<file path="config.mk">
export PLATFORM = sky130hd
export DESIGN_NAME = gpcb_bank
export DESIGN_NICKNAME = d
export VERILOG_FILES = /design/src/hw/gpcb_pkg.sv /design/src/hw/gpcb_bank.sv /design/src/hw/gpcb_pin_ctl.sv
export SDC_FILE = /design/constraint.sdc
export NUM_CORES = 1
export LEC_CHECK = 0
export ABC_AREA = 1
export BUFFER_PORTS_ARGS = -buffer_cell sky130_fd_sc_hd__clkbuf_2
export CAP_MARGIN = 30
export CORE_MARGIN = 2
export CORE_UTILIZATION = 45
export CTS_BUF_LIST = sky130_fd_sc_hd__clkbuf_2 sky130_fd_sc_hd__clkbuf_4 sky130_fd_sc_hd__clkbuf_8
export CTS_CLUSTER_DIAMETER = 120
export DETAILED_ROUTE_END_ITERATION = 7
export GPL_ROUTABILITY_DRIVEN = 0
export HOLD_SLACK_MARGIN = 0.08
export PLACE_DENSITY = 0.76
export SYNTH_ARGS = -nofsm -noshare
export SYNTH_HDL_FRONTEND = slang
export SYNTH_SLANG_ARGS = --single-unit
</file>
<file path="constraint.sdc">
create_clock -name clk -period 2.2 [get_ports clk]
set_input_delay 0.22 -clock clk [delete_from_list [all_inputs] [get_ports clk]]
set_output_delay 0.22 -clock clk [all_outputs]
set_load 0.005 [all_outputs]
</file>
<file path="src/hw/gpcb_pkg.sv">
// Shared constants and types for the pin configuration bank
package gpcb_pkg;
  localparam int ADDR_W = 8;
  localparam int NPADS = 6;
  // Register indices; the byte address is four times the index
  localparam logic [7:0] IDX_PIN3 = 8'h1F;
  localparam logic [7:0] IDX_PINS56 = 8'h20;
  localparam logic [7:0] IDX_PINS78 = 8'h21;
  localparam logic [7:0] IDX_PORTSEL = 8'h30;
  localparam logic [7:0] IDX_PADIN = 8'h31;
  localparam logic [7:0] ADDR_PIN3 = {IDX_PIN3[5:0], 2'b00};
  localparam logic [7:0] ADDR_PINS56 = {IDX_PINS56[5:0], 2'b00};
  localparam logic [7:0] ADDR_PINS78 = {IDX_PINS78[5:0], 2'b00};
  localparam logic [7:0] ADDR_PORTSEL = {IDX_PORTSEL[5:0], 2'b00};
  localparam logic [7:0] ADDR_PADIN = {IDX_PADIN[5:0], 2'b00};
  // Nibble field positions and the upper nibble base
  localparam int FLD_VAL = 3;
  localparam int FLD_RMT = 2;
  localparam int FLD_DIR = 1;
  localparam int FLD_EN = 0;
  localparam int HI_LSB = 4;
  // Values after reset
  localparam logic [3:0] RST_PIN3 = 4'h2;
  localparam logic [7:0] RST_PAIR = 8'h00;
  localparam logic RST_SEL = 1'b0;
  // Pad indices
  localparam int PAD_P3 = 0;
  localparam int PAD_S3 = 1;
  localparam int PAD_5 = 2;
  localparam int PAD_6 = 3;
  localparam int PAD_7 = 4;
  localparam int PAD_8 = 5;
  // Pad mode, coded as {direction, enable}
  typedef enum logic [1:0] {
    GPCB_FUNC_OUT = 2'b00,
    GPCB_GPIO_OUT = 2'b01,
    GPCB_TRISTATE = 2'b10,
    GPCB_GPIO_IN = 2'b11
  } gpcb_mode_t;

  function automatic gpcb_mode_t pin_mode(input logic [3:0] cfg);
    pin_mode = gpcb_mode_t'({cfg[FLD_DIR], cfg[FLD_EN]});
  endfunction
endpackage

</file>
<file path="src/hw/gpcb_bank.sv">
// APB configuration registers and pad control for pins 3 and 5 to 8
//
// The APB slave port is this design's own decision.
`timescale 1ns/1ps
// Overview of operation
// Port select moves pin-3 config to secondary pad
// Decode {direction, enable} into pad mode
// Local value driven only in GPIO output
// Remote enable drives remote value as output
// Higher pin upper nibble, lower pin lower
// Pin-3 resets 0x2; upper bits read zero
// Pins 5 to 8 reset to zero
// Remote enable outranks local direction code
module gpcb_bank (
  input wire logic clk, // 10 MHz clock
  input wire logic rst_n, // Synchronous reset, active low
  input wire logic ce, // Clock enable, freezes all state when low
  input wire logic psel, // APB select
  input wire logic penable, // APB enable
  input wire logic pwrite, // APB write
  input wire logic [gpcb_pkg::ADDR_W-1:0] paddr, // APB byte address
  input wire logic [31:0] pwdata, // APB write data
  input wire logic [3:0] pstrb, // APB byte strobes
  output logic [31:0] prdata, // APB read data
  output logic pready, // APB ready
  output logic pslverr, // APB error, unmapped address
  input wire logic [gpcb_pkg::NPADS-1:0] remote_val, // Values from the remote serializer, per pad
  input wire logic [gpcb_pkg::NPADS-1:0] func_val, // Functional-mode output values, per pad
  input wire logic [gpcb_pkg::NPADS-1:0] pad_i, // Pad levels
  output logic [gpcb_pkg::NPADS-1:0] pad_o, // Pad output values
  output logic [gpcb_pkg::NPADS-1:0] pad_oe // Pad output enables
);
  logic [3:0] pin3_config_q;
  logic [7:0] pins5_6_config_q;
  logic [7:0] pins7_8_config_q;
  logic secondary_port_select_q;
  logic pready_q;
  logic pslverr_q;
  logic [31:0] prdata_q;
  logic [gpcb_pkg::NPADS-1:0] pad_in;
  logic [3:0] cfg_w [gpcb_pkg::NPADS];

  // Bus decode
  wire acc = psel & penable;
  wire take = acc & ~pready_q;
  wire done = acc & pready_q;
  wire hit_p3 = (paddr == gpcb_pkg::ADDR_PIN3);
  wire hit_p56 = (paddr == gpcb_pkg::ADDR_PINS56);
  wire hit_p78 = (paddr == gpcb_pkg::ADDR_PINS78);
  wire hit_sel = (paddr == gpcb_pkg::ADDR_PORTSEL);
  wire hit_in = (paddr == gpcb_pkg::ADDR_PADIN);
  wire hit = hit_p3 | hit_p56 | hit_p78 | hit_sel | hit_in;
  // Only the low byte holds data, so only its strobe matters
  wire wr = done & pwrite & pstrb[0];
  wire [7:0] rd_w = hit_p3 ? {4'h0, pin3_config_q} :
                    hit_p56 ? pins5_6_config_q :
                    hit_p78 ? pins7_8_config_q :
                    hit_sel ? {7'h00, secondary_port_select_q} :
                    hit_in ? {2'h0, pad_in} : 8'h00;

  assign prdata = prdata_q;
  assign pready = pready_q;
  assign pslverr = pslverr_q;

  // One wait state: data and error are registered in the first access cycle
  always_ff @(posedge clk) begin
    if (!rst_n) begin
      pready_q <= 1'b0;
      pslverr_q <= 1'b0;
      prdata_q <= 32'h00000000;
    end else if (ce) begin
      pready_q <= take;
      if (take) begin
        pslverr_q <= ~hit;
        prdata_q <= pwrite ? 32'h00000000 : {24'h000000, rd_w};
      end
    end
  end

  always_ff @(posedge clk) begin
    if (!rst_n) begin
      pin3_config_q <= gpcb_pkg::RST_PIN3;
      pins5_6_config_q <= gpcb_pkg::RST_PAIR;
      pins7_8_config_q <= gpcb_pkg::RST_PAIR;
      secondary_port_select_q <= gpcb_pkg::RST_SEL;
    end else if (ce && wr) begin
      if (hit_p3)
        pin3_config_q <= pwdata[3:0];
      if (hit_p56)
        pins5_6_config_q <= pwdata[7:0];
      if (hit_p78)
        pins7_8_config_q <= pwdata[7:0];
      if (hit_sel)
        secondary_port_select_q <= pwdata[0];
    end
  end

  // The pad not selected sits at the reset code, i.e. tri-stated
  assign cfg_w[gpcb_pkg::PAD_P3] = secondary_port_select_q ? gpcb_pkg::RST_PIN3 : pin3_config_q;
  assign cfg_w[gpcb_pkg::PAD_S3] = secondary_port_select_q ? pin3_config_q : gpcb_pkg::RST_PIN3;
  assign cfg_w[gpcb_pkg::PAD_5] = pins5_6_config_q[gpcb_pkg::HI_LSB-1:0];
  assign cfg_w[gpcb_pkg::PAD_6] = pins5_6_config_q[7:gpcb_pkg::HI_LSB];
  assign cfg_w[gpcb_pkg::PAD_7] = pins7_8_config_q[gpcb_pkg::HI_LSB-1:0];
  assign cfg_w[gpcb_pkg::PAD_8] = pins7_8_config_q[7:gpcb_pkg::HI_LSB];

  for (genvar k = 0; k < gpcb_pkg::NPADS; k++) begin : g_pad
    gpcb_pin_ctl u_pin (
      .clk(clk),
      .rst_n(rst_n),
      .ce(ce),
      .cfg(cfg_w[k]),
      .remote_val(remote_val[k]),
      .func_val(func_val[k]),
      .pad_i(pad_i[k]),
      .pad_o(pad_o[k]),
      .pad_oe(pad_oe[k]),
      .pad_in_q(pad_in[k])
    );
  end
endmodule // gpcb_bank

</file>
<file path="src/hw/gpcb_pin_ctl.sv">
// One pad: direction and value selection plus input synchroniser
`timescale 1ns/1ps
module gpcb_pin_ctl (
  input wire logic clk, // 10 MHz clock
  input wire logic rst_n, // Synchronous reset, active low
  input wire logic ce, // Clock enable
  input wire logic [3:0] cfg, // Value, remote, direction, enable
  input wire logic remote_val, // Value from the remote serializer
  input wire logic func_val, // Functional-mode output value
  input wire logic pad_i, // Pad level, asynchronous
  output logic pad_o, // Pad output value
  output logic pad_oe, // Pad output enable, high drives
  output logic pad_in_q // Synchronised pad level
);
  gpcb_pkg::gpcb_mode_t mode;
  logic remote;
  logic oe_d;
  logic o_d;
  logic sync1_q;

  assign mode = gpcb_pkg::pin_mode(cfg);
  assign remote = cfg[gpcb_pkg::FLD_RMT];
  // Remote control overrides the local code entirely
  assign oe_d = remote | (mode == gpcb_pkg::GPCB_FUNC_OUT) | (mode == gpcb_pkg::GPCB_GPIO_OUT);
  assign o_d = remote ? remote_val :
               (mode == gpcb_pkg::GPCB_GPIO_OUT) ? cfg[gpcb_pkg::FLD_VAL] :
               (mode == gpcb_pkg::GPCB_FUNC_OUT) ? func_val : 1'b0;

  always_ff @(posedge clk) begin
    if (!rst_n) begin
      pad_oe <= 1'b0;
      pad_o <= 1'b0;
      sync1_q <= 1'b0;
      pad_in_q <= 1'b0;
    end else if (ce) begin
      pad_oe <= oe_d;
      pad_o <= o_d;
      sync1_q <= pad_i;
      pad_in_q <= sync1_q;
    end
  end
endmodule // gpcb_pin_ctl

</file>
# Yosys cells after proc, flatten, opt, wreduce, memory -nomap -nowiden
# Index checks and enable logic that the tools add are counted.
[totals]
ff_bits = 79
word_cells = 103
[op_classes]
n_eq_ne = 11
mux = 26
n_bitwise = 23
reduce_logical = 12
[ops]
columns = ["op", "n"]
rows = [
  ["8-bit equality test (second input constant)", 4],
  ["8-bit 2-to-1 mux", 4],
  ["1-bit 2-to-1 mux", 18],
  ["1-bit OR", 16],
  ["2-bit by 1-bit equality test with 1-bit output (second input constant)", 6],
  ["2-bit zero test", 6],
  ["6-bit 2-to-1 mux", 2],
  ["2-bit AND reduction", 5],
  ["8-bit by 7-bit equality test with 1-bit output (second input constant)", 1],
  ["4-bit 2-to-1 mux", 2],
  ["1-bit bitwise AND", 5],
  ["1-bit inverter", 2],
  ["1-bit logical AND", 1],
]

# Depth between registers and ports, before layout
# Gate-level depths: netlist (run 1).
[logic_depth]
ltp_word = 7
ltp_mapped = 10
ltp_nobuf = 10

# By module
# Synthesis (run 1) repeated with hierarchy kept, for this count alone.
[hier_totals]
cells_unflattened = 405
area_unflattened_um2 = 2798.9
[by_module_without_submodules]
columns = ["mod", "n_inst", "cells_each", "area_per_inst_um2", "seq_area_each_um2"]
rows = [
  ["gpcb_bank", 1, 261, 1800.5, 620.6],
  ["gpcb_pin_ctl", 6, 24, 166.4, 80.1],
]

# Worst setup path before layout (run 1)
# No wires, ideal clock.
[synth_path]
path_type = "register to register"
start = "reg pready_q, in the netlist pready"
end = "reg pins5_6_config_q[6]"
setup_ps = 117
arrival_ps = 1163
t_required_ps = 2083
path_slack_ps = 919
path_stages_with_launch = 9
synth_period_minus_slack_ps = 1281
cell_sequence = "dfxtp_1 -> nand3_1 -> nor2_4 -> inv_2 -> nor2_4 -> inv_2 -> buf_6 -> o21ai_1 -> a21oi_1"
[synth_between]
elab_chain_len = 5
[synth_lines]
columns = ["element", "line_no", "text"]
rows = [
  ["start: declaration", "gpcb_bank.sv:37", "logic pready_q;"],
  ["start signal: assignment", "gpcb_bank.sv:72", "pready_q <= take;"],
  ["1-bit bitwise AND", "gpcb_bank.sv:46", "wire done = acc & pready_q;"],
  ["1-bit bitwise AND (2 in series)", "gpcb_bank.sv:54", "wire wr = done & pwrite & pstrb[0];"],
  ["1-bit logical AND", "gpcb_bank.sv:86", "end else if (ce && wr) begin"],
  ["2-bit AND reduction (no line)", "-", ""],
  ["end signal: assignment", "gpcb_bank.sv:83", "pins5_6_config_q <= gpcb_pkg::RST_PAIR;"],
  ["end signal: assignment", "gpcb_bank.sv:90", "pins5_6_config_q <= pwdata[7:0];"],
  ["end: declaration", "gpcb_bank.sv:34", "logic [7:0] pins5_6_config_q;"],
]
# Every way passes these cells.
# A chain may end at the register's enable or synchronous reset.

# Final worst setup path (run 1)
[layout_path]
start = "reg pready_q, in the netlist pready"
end = "reg pins5_6_config_q[0]"
# The elaborated chain is that of the path after synthesis.

==> results of run 1 <==
## per-layer routing
metal	share of wire, %	up-vias	GRT usage, %
met1	46	1053	23.2
met5	0	-	0
li1	-	1247	-
met2	46	66	30.2
met4	1.4	0	6.27
met3	5.8	7	3.30
## sequential cells by signal, summed over array words and instances, names as in the netlist
signal / flops
g_pad.u_pin.pad_oe: 6
prdata: 8
g_pad.u_pin.sync1_q: 6
pslverr: 1
g_pad.u_pin.pad_in_q: 6
secondary_port_select_q: 1
pins5_6_config_q: 8
pin3_config_q: 4
pins7_8_config_q: 8
pready: 1
g_pad.u_pin.pad_o: 6
## placed cells by master (no fill, tap or decap), types with 5 or more instances in the layout
cell type / netlist / final
clkbuf_8: 0 / 5
a21oi_1: 40 / 40
nand2_1: 59 / 59
nand3_1: 13 / 13
inv_1: 35 / 35
a31oi_1: 6 / 6
dfxtp_1: 55 / 55
conb_1: 1 / 24
o21ai_0: 49 / 49
nor2_1: 35 / 35
clkbuf_2: 0 / 62
## report_power, final
part	leakage [nW]	total, mW	switching, mW	internal [mW]
logic	0.888	0.173	0.106	0.0674
registers	0.449	1.04	0.0139	1.03
clock network	0.0547	0.651	0.305	0.346
total	1.39	1.86	0.425	1.44
## stage by stage
stage | setup slack [ns] | power (mW) | hold WS, ns
2_1_floorplan | 0.919 | 1.20 | 0.346
5_1_grt | 0.625 | 1.95 | 0.149
3_5_place_dp | 0.625 | 1.24 | 0.446
4_1_cts | 0.745 | 1.88 | 0.127
6_report | 0.746 | 1.86 | 0.131
3_3_place_gp | 0.660 | 1.23 | 0.438
## logic make-up (layout without fill, tap and decap cells)
| family | after synthesis | count (layout) | synth area share, % |
|---|---|---|---|
| flip-flops | 55 | 55 | 40.7 |
| other | 1 | 24 | 0.139 |
| AND/OR/NAND/NOR | 123 | 123 | 20.4 |
| buffers and inverters | 89 | 112 | 18.1 |
| AO/OA/AOI/OAI | 105 | 105 | 20.7 |
## cell usage after synthesis (all sizes together)
cell,n
buf,39
nand3,14
clkbuf,9
nand2b,1
conb,1
o21ai,51
o22ai,2
inv,40
nor3,1
a21oi,40
o2111ai,2
nand4,1
clkinv,1
nor2,43
a31oi,6
a211oi,1
o211ai,1
o41ai,1
o221ai,1
nand2,63
dfxtp,55
## how the worst min path moves through the flow
stage | from | endpoint | cells after the start
CTS | pad_i[5] | g_pad[5].u_pin.sync1_q | 3
global route | pad_i[5] | g_pad[5].u_pin.sync1_q | 3
finish | pad_i[5] | g_pad[5].u_pin.sync1_q | 3
global placement | pins7_8_config_q[5] | g_pad[5].u_pin.pad_oe | 1
floorplan | pwdata[1] | pin3_config_q[1] | 2
detailed placement | pad_i[0] | g_pad[0].u_pin.sync1_q | 3
## layout make-up
class	count	area (um^2)	share of cell area [%]
clock buffers	6	76.3	2.56
well taps	75	93.8	3.15
repair buffers	64	325	10.9
multi-input cells	252	1200	40.2
flip-flops and latches	55	1100	36.9
inverters	41	156	5.24
clock inverters	1	30.0	1.01
## worst min-delay path, delay by kind of cell
family | cells | cell delay [ns]
and+or+nand+nor | 2 | 0.11
buffers and inverters | 1 | 0.07
==> flow_metrics.tcl, run 1 <==
set metrics [dict create \
    status "complete, no violations" \
    cts.sinks 55 \
    synth_cells 373 \
    cp.buffers_inverters 2 \
    hold_class "in2reg" \
    critical_path.startpoint "pready" \
    drtIter0Drc 114 \
    dpl_cell_area_um2 2880 \
    antenna_found_initial 0 \
    cpMaxStageDelayCell "dfxtp_1" \
    postSynthAreaPerCell_um2 7.25 \
    drv_slew 0 \
    slew_headroom_pct 58.7 \
    power_density_nw_per_um2 625 \
    cp-start-kind "flop" \
    post-cts-setup-buffers 0 \
    tns_ns 0 \
    fin_crit_sh_pct 66.1 \
    synth_top_area_cell "dfxtp_1" \
    vias_per_cell 4.80 \
    clk_path_buf_depth 2 \
    endpoint "pins5_6_config_q[0]" \
    yosysTopAreaCellShare_pct 40.7 \
    cts_tree "yes" \
    drt_wl_total_mm 5.71 \
    cts.repair.resized 0 \
    post-route-util_pct 51.0 \
    drc 0 \
    grt_usage_pct 18.0 \
    cts_root_buf "clkbuf_8" \
    clk_pin_slew_ns 0.09 \
    cap_viol_max_count 0 \
    r2r_start "pready" \
    reg2reg_depth 7 \
    ff2ff_setup_slack_ns 0.75 \
    slowest_delay_ns 0.41 \
    max_freq_ghz 0.688 \
    htree_levels 2 \
    endpoint_kind "flop" \
    synth_area_leaders "dfxtp_1 (41%), buf_4 (10%), o21ai_0 (9.1%)" \
    stdcell_count 494 \
    p_leak_nw 1.39 \
    yosysSeqAreaShare_pct 40.7 \
    cts_buffers 5 \
    syn2layout_area_growth_pct 10.4 \
    grt_first_pass_wirelength_mm 9.18 \
    synth-seq-cells 55 \
    final_area_um2 2980 \
    ant_nets 0 \
    rsz0062_at_grt "false" \
    path_depth 7 \
    r2r_end "pins5_6_config_q[0]" \
    core_area_um2 5850 \
    initial_core_util_pct 46.2 \
    cp.arrival_ns 1.65 \
    dieArea_um2 6640 \
    firstDrtPassIters 5 \
    worst_pin_slew_ns 0.619 \
    yosysUniqueCellTypes 32 \
    pin_count 114 \
    crit_fanout 12 \
    grt_max_degree 35 \
    clock_latency_ns 0.30 \
    num-fill-cells 608 \
    yosysWarnings 0 \
    required_ns 2.40 \
    vdd_drop_max_mv 0.403 \
    dp_cells 487 \
    drive_above_1_share_pct 21.5 \
    rows 28 \
    finalSetupViolCount 0 \
    fin_skew_ns 0.00417 \
    dp_hpwl_mm 4.37 \
    nNetsFinal 487 \
    vias 2373 \
    portBuffers 62 \
    holdBufCountCts 0 \
    hold_viol_final 0 \
    wire_per_inst_um 11.6 \
    min_period_ns 1.45 \
    die_y_um 81.5 \
    grt-ovfl-total 0 \
    grt_pass1_vias 2081 \
    crit_path_cell_trace "nand3_1, nor2_4, inv_2, nor2_4, inv_2, o21ai_0, a21oi_1" \
    die_w_um 81.5 \
    critPathTopFamily "simple AND/OR/NAND/NOR gates" \
    antenna_cells 0 \
    syn_area_um2 2700 \
    critPathKind "reg2reg" \
]
Note: power is estimated with default switching activity, not from simulation.
==> run 2, diff against run 1 <==
--- a/config.mk
+++ b/config.mk
@@ -15,7 +15,7 @@
 export DETAILED_ROUTE_END_ITERATION = 7
 export GPL_ROUTABILITY_DRIVEN = 0
 export HOLD_SLACK_MARGIN = 0.08
-export PLACE_DENSITY = 0.76
+export PLACE_DENSITY = 0.79
 export SYNTH_ARGS = -nofsm -noshare
 export SYNTH_HDL_FRONTEND = slang
 export SYNTH_SLANG_ARGS = --single-unit
==> constraint.sdc (replaced) <==
create_clock -name clk -period 1.3 [get_ports clk]
set_input_delay 0.13 -clock clk [delete_from_list [all_inputs] [get_ports clk]]
set_output_delay 0.13 -clock clk [all_outputs]
set_load 0.005 [all_outputs]
==> flow_metrics.tcl, run 2 (synthesized netlist as in run 1, its figures left out) <==
set metrics [dict create \
    p_leak_nw 1.49 \
    finalSetupViolCount 0 \
    clock_latency_ns 0.30 \
    fin_crit_sh_pct 92.5 \
    grt_util_met3_pct 3.30 \
    htree_levels 2 \
    p_comb_share_pct 11.1 \
    switching_power_uw 736 \
    pin_count 114 \
    vdd_drop_max_mv 0.644 \
    cpMaxStageDelayCell "dfxtp_2" \
    intPower_mw 2.28 \
    drv_slew 0 \
    clk_path_buf_depth 2 \
    grt_max_degree 34 \
    rows 28 \
    max_freq_ghz 0.831 \
    ant_nets 0 \
    dieArea_um2 6640 \
    sequentialPowerShare_pct 58.3 \
    switching_share_pct 24.4 \
    grt_usage_pct 18.8 \
    hold_class "in2reg" \
    final_common_cell "clkbuf_2" \
    drt_wl_total_mm 5.80 \
    vias 2446 \
    cts_tree "yes" \
    final_cell_mix "clkbuf_2 (62), nand2_1 (59), dfxtp_1 (54), o21ai_0 (47), a21oi_1 (39)" \
    critPathKind "reg2reg" \
    fin_skew_ns 0.00470 \
    core_area_um2 5850 \
    cp.arrival_ns 1.44 \
    grt-ovfl-total 0 \
    hold_slack_ns 0.0806 \
    cp-start-kind "flop" \
    power_density_nw_per_um2 954 \
    finalWorstSetupSlack_ns 0.0972 \
    wire_per_inst_um 11.2 \
    firstDrtPassIters 4 \
    drtIter0Drc 81 \
    post-cts-setup-buffers 0 \
    grt.met2_usage_pct 33.5 \
    grt_pass1_vias 2295 \
    cp.buffers_inverters 3 \
    final_area_um2 3160 \
    dpl_cell_area_um2 2990 \
    clockPowerShare_pct 30.6 \
    slowest_delay_ns 0.33 \
    die_y_um 81.5 \
    cts.sinks 55 \
    grt_first_pass_wirelength_mm 9.87 \
    clk_pin_slew_ns 0.09 \
    hold_viol_final 0 \
    syn2layout_area_growth_pct 17.0 \
    portBuffers 62 \
    min_period_ns 1.20 \
    grt_use_met1_pct 23.7 \
    drive_above_1_share_pct 24.3 \
    endpoint_kind "flop" \
    die_w_um 81.5 \
    dp_hpwl_mm 4.59 \
    crit_path_cell_trace "buf_4, nor2_4, inv_2, nor2_4, nand2_2, inv_2, nand2_1, a21oi_2" \
    initial_core_util_pct 46.2 \
    top_usage_layer "met2" \
    antenna_cells 0 \
    vias_per_cell 4.74 \
    cap_viol_max_count 0 \
    crit_fanout 5 \
    dpl_worst_slack_ns 0.0322 \
    rsz0062_at_grt "true" \
    status "complete, no violations" \
    required_ns 1.53 \
    nNetsFinal 508 \
    cts_buffers 5 \
    tns_ns 0 \
    critPathTopFamily "simple AND/OR/NAND/NOR gates" \
    cts_root_buf "clkbuf_8" \
    antenna_found_initial 0 \
    drc 0 \
]
run 2: cell count changes in the layout (fill, tap and decap cells not counted), sizes merged:
cell and change:
dlygate4sd3 +7, bufinv -1, clkinv +1, buf +14, clkinvlp +1
run 2: area by class of cell:
class / count / area [um^2]
Fill cell: 600 / 2690
Multi-Input combinational cell: 252 / 1210
Sequential cell: 55 / 1100
Timing Repair Buffer: 85 / 513
Inverter: 41 / 156
Tap cell: 75 / 93.8
Clock buffer: 6 / 76.3
Clock inverter: 2 / 12.5
run 2: path summary, 6_finish.rpt:
path | from | endpoint | slack, ns | depth (start not counted)
setup / recovery | pready | prdata[7] | 0.1 | 8
hold / removal | remote_val[1] | g_pad[1].u_pin.pad_o | 0.08 | 3
setup reg to reg | pready | prdata[7] | 0.1 | 8
hold reg to reg | pins7_8_config_q[5] | g_pad[5].u_pin.pad_oe | 0.45 | 1
run 2: power by group through the flow:
stage          Clock (mW)  Combinational [mW]  Sequential (mW)
6_report            0.923               0.335             1.76
4_1_cts             0.948               0.334             1.76
3_3_place_gp            0               0.310             1.80
5_1_grt              1.02               0.386             1.77
3_5_place_dp            0               0.316             1.80
2_1_floorplan           0               0.245             1.79
run 2: per-stage QoR:
stage	utilization, %	cells	power (mW)
after floorplan	-	396	2.04
after global placement	51.2	501	2.11
after detailed placement	51.2	501	2.11
after CTS	53.9	516	3.04
after global routing	54.1	516	3.17
final	54.1	516	3.02
run 2: per-layer routing:
layer / vias to the layer above / wire, um
met5: - / 0
met3: 6 / 336
met2: 65 / 2830
met1: 1087 / 2580
li1: 1288 / -
met4: 0 / 55
run 2: worst min-delay path: stages:
cell and delay, ns:
clkbuf_2 0.08, nand2_1 0.05, a31oi_1 0.07
run 2: repair_timing:
item / 4_1_cts / 5_1_grt
setup endpoints to repair: 0 / 3
gates resized for setup: 0 / 5
endpoints found under the hold margin: 7 / 0
hold buffers: 7 / 0
==> run 3, diff against run 2 <==
--- a/config.mk
+++ b/config.mk
@@ -8,6 +8,7 @@
 export ABC_AREA = 1
 export BUFFER_PORTS_ARGS = -buffer_cell sky130_fd_sc_hd__clkbuf_2
 export CAP_MARGIN = 30
+export CORE_ASPECT_RATIO = 1.5
 export CORE_MARGIN = 2
 export CORE_UTILIZATION = 45
 export CTS_BUF_LIST = sky130_fd_sc_hd__clkbuf_2 sky130_fd_sc_hd__clkbuf_4 sky130_fd_sc_hd__clkbuf_8
==> flow_metrics.tcl, run 3 (synthesized netlist as in run 1, its figures left out) <==
set metrics [dict create \
    grt_usage_pct 19.6 \
    fin_skew_ns 0.00842 \
    antenna_found_initial 0 \
    core_area_um2 5790 \
    stdcell_count 512 \
    wire_per_inst_um 12.0 \
    required_ns 1.50 \
    dp_hpwl_mm 4.73 \
    grt_util_met3_pct 3.65 \
    fin_crit_sh_pct 92.2 \
    final_common_cell "clkbuf_2" \
    antenna_cells 0 \
    final_area_um2 3160 \
    cts_root_buf "clkbuf_8" \
    power_density_nw_per_um2 988 \
    rows 34 \
    min_period_ns 1.20 \
    post-cts-setup-buffers 0 \
    dpl_cell_area_um2 2980 \
    clk_path_buf_depth 2 \
    holdCritStartpoint "pwdata[1]" \
    rsz0062_at_grt "true" \
    dieArea_um2 6650 \
    ant_nets 0 \
    critical_path.startpoint "pready" \
    endpoint_kind "flop" \
    crit_fanout 12 \
    die_w_um 67.3 \
    clock_latency_ns 0.31 \
    dp_cells 496 \
    cap_viol_max_count 0 \
    cts_buffers 5 \
    cts_tree "yes" \
    drt_wl_total_mm 6.13 \
    cts.sinks 55 \
    vdd_drop_max_mv 0.642 \
    grt-ovfl-total 0 \
    clk_pin_slew_ns 0.10 \
    hold_slack_ns 0.0900 \
    finalSetupViolCount 0 \
    critPathKind "reg2reg" \
    nNetsFinal 507 \
    cp.arrival_ns 1.40 \
    initial_core_util_pct 46.7 \
    status "complete, no violations" \
    die_y_um 98.9 \
    r2r_start "pready" \
    grt_pass1_vias 2306 \
    cp-start-kind "flop" \
    hold_viol_final 0 \
    drtIter0Drc 110 \
    vias 2524 \
    p_leak_nw 1.48 \
    syn2layout_area_growth_pct 16.9 \
    hold_class "in2reg" \
    top_usage_layer "met2" \
    final_cell_mix "clkbuf_2 (62), nand2_1 (59), dfxtp_1 (54), o21ai_0 (41), a21oi_1 (40)" \
    firstDrtPassIters 4 \
    grt_use_met1_pct 23.7 \
    drv_slew 0 \
    grt_first_pass_wirelength_mm 10.1 \
    max_freq_ghz 0.834 \
    grt.met2_usage_pct 33.7 \
    portBuffers 62 \
    pin_count 114 \
    drive_above_1_share_pct 23.9 \
    htree_levels 2 \
    grt_max_degree 30 \
    vias_per_cell 4.93 \
    drc 0 \
]
## run 3: changes by cell type in the layout (fill, tap and decap cells not counted), moves of 2 or more
| cell | change |
|---|---|
| clkbuf_8 | +2 |
| o21ai_1 | +6 |
| buf_4 | -2 |
| o21ai_0 | -6 |
## run 3: what timing repair did
| action | 4_1_cts | 5_1_grt |
|---|---|---|
| setup endpoints to repair | 0 | 19 |
| hold buffers | 8 | 0 |
| hold endpoints to repair | 8 | 0 |
| resized for setup | 0 | 10 |
## run 3: critical path, stage by stage (launching register included)
cell,delay [ns]
dfxtp_2,0.37
nand3_1,0.11
nor2_4,0.12
inv_2,0.07
nor2_4,0.12
inv_2,0.11
o21ai_1,0.14
a21oi_1,0.06
## run 3: area by class of cell
| cell class | count | area, um^2 |
|---|---|---|
| Sequential cell | 55 | 1100 |
| Timing Repair Buffer | 84 | 508 |
| Inverter | 41 | 156 |
| Clock buffer | 7 | 96.3 |
| Tap cell | 72 | 90.1 |
| Multi-Input combinational cell | 252 | 1200 |
| Fill cell | 586 | 2630 |
| Clock inverter | 1 | 7.51 |
## run 3: where the power goes
| group | total [mW] | switching (mW) | internal (mW) |
|---|---|---|---|
| clock network | 1.03 | 0.546 | 0.486 |
| registers | 1.76 | 0.0231 | 1.74 |
| logic | 0.332 | 0.186 | 0.146 |
## run 3: routing by layer
metal	routed length [um]	share of wire, %	up-vias
li1	-	-	1291
met1	2510	41	1140
met2	3160	52	83
met3	341	5.6	10
met4	112	1.8	0
met5	0	0	-
## run 3: final timing paths
check | endpoint | slack [ns] | cells past startpoint
max reg2reg | pins5_6_config_q[0] | 0.10 | 7
min reg2reg | g_pad[5].u_pin.pad_oe | 0.45 | 1
min | pin3_config_q[1] | 0.09 | 3
max | pins5_6_config_q[0] | 0.10 | 7
## run 3: through the flow
step           util (%)  worst slack, ns  setup TNS [ns]  power [mW]
2_1_floorplan         -           0.0193               0        2.04
3_3_place_gp       51.4           0.0292               0        2.10
3_5_place_dp       51.4          -0.0111         -0.0111        2.11
4_1_cts            54.6          0.00682               0        3.13
5_1_grt            54.6         -0.00739         -0.0137        3.26
6_report           54.6            0.101               0        3.12
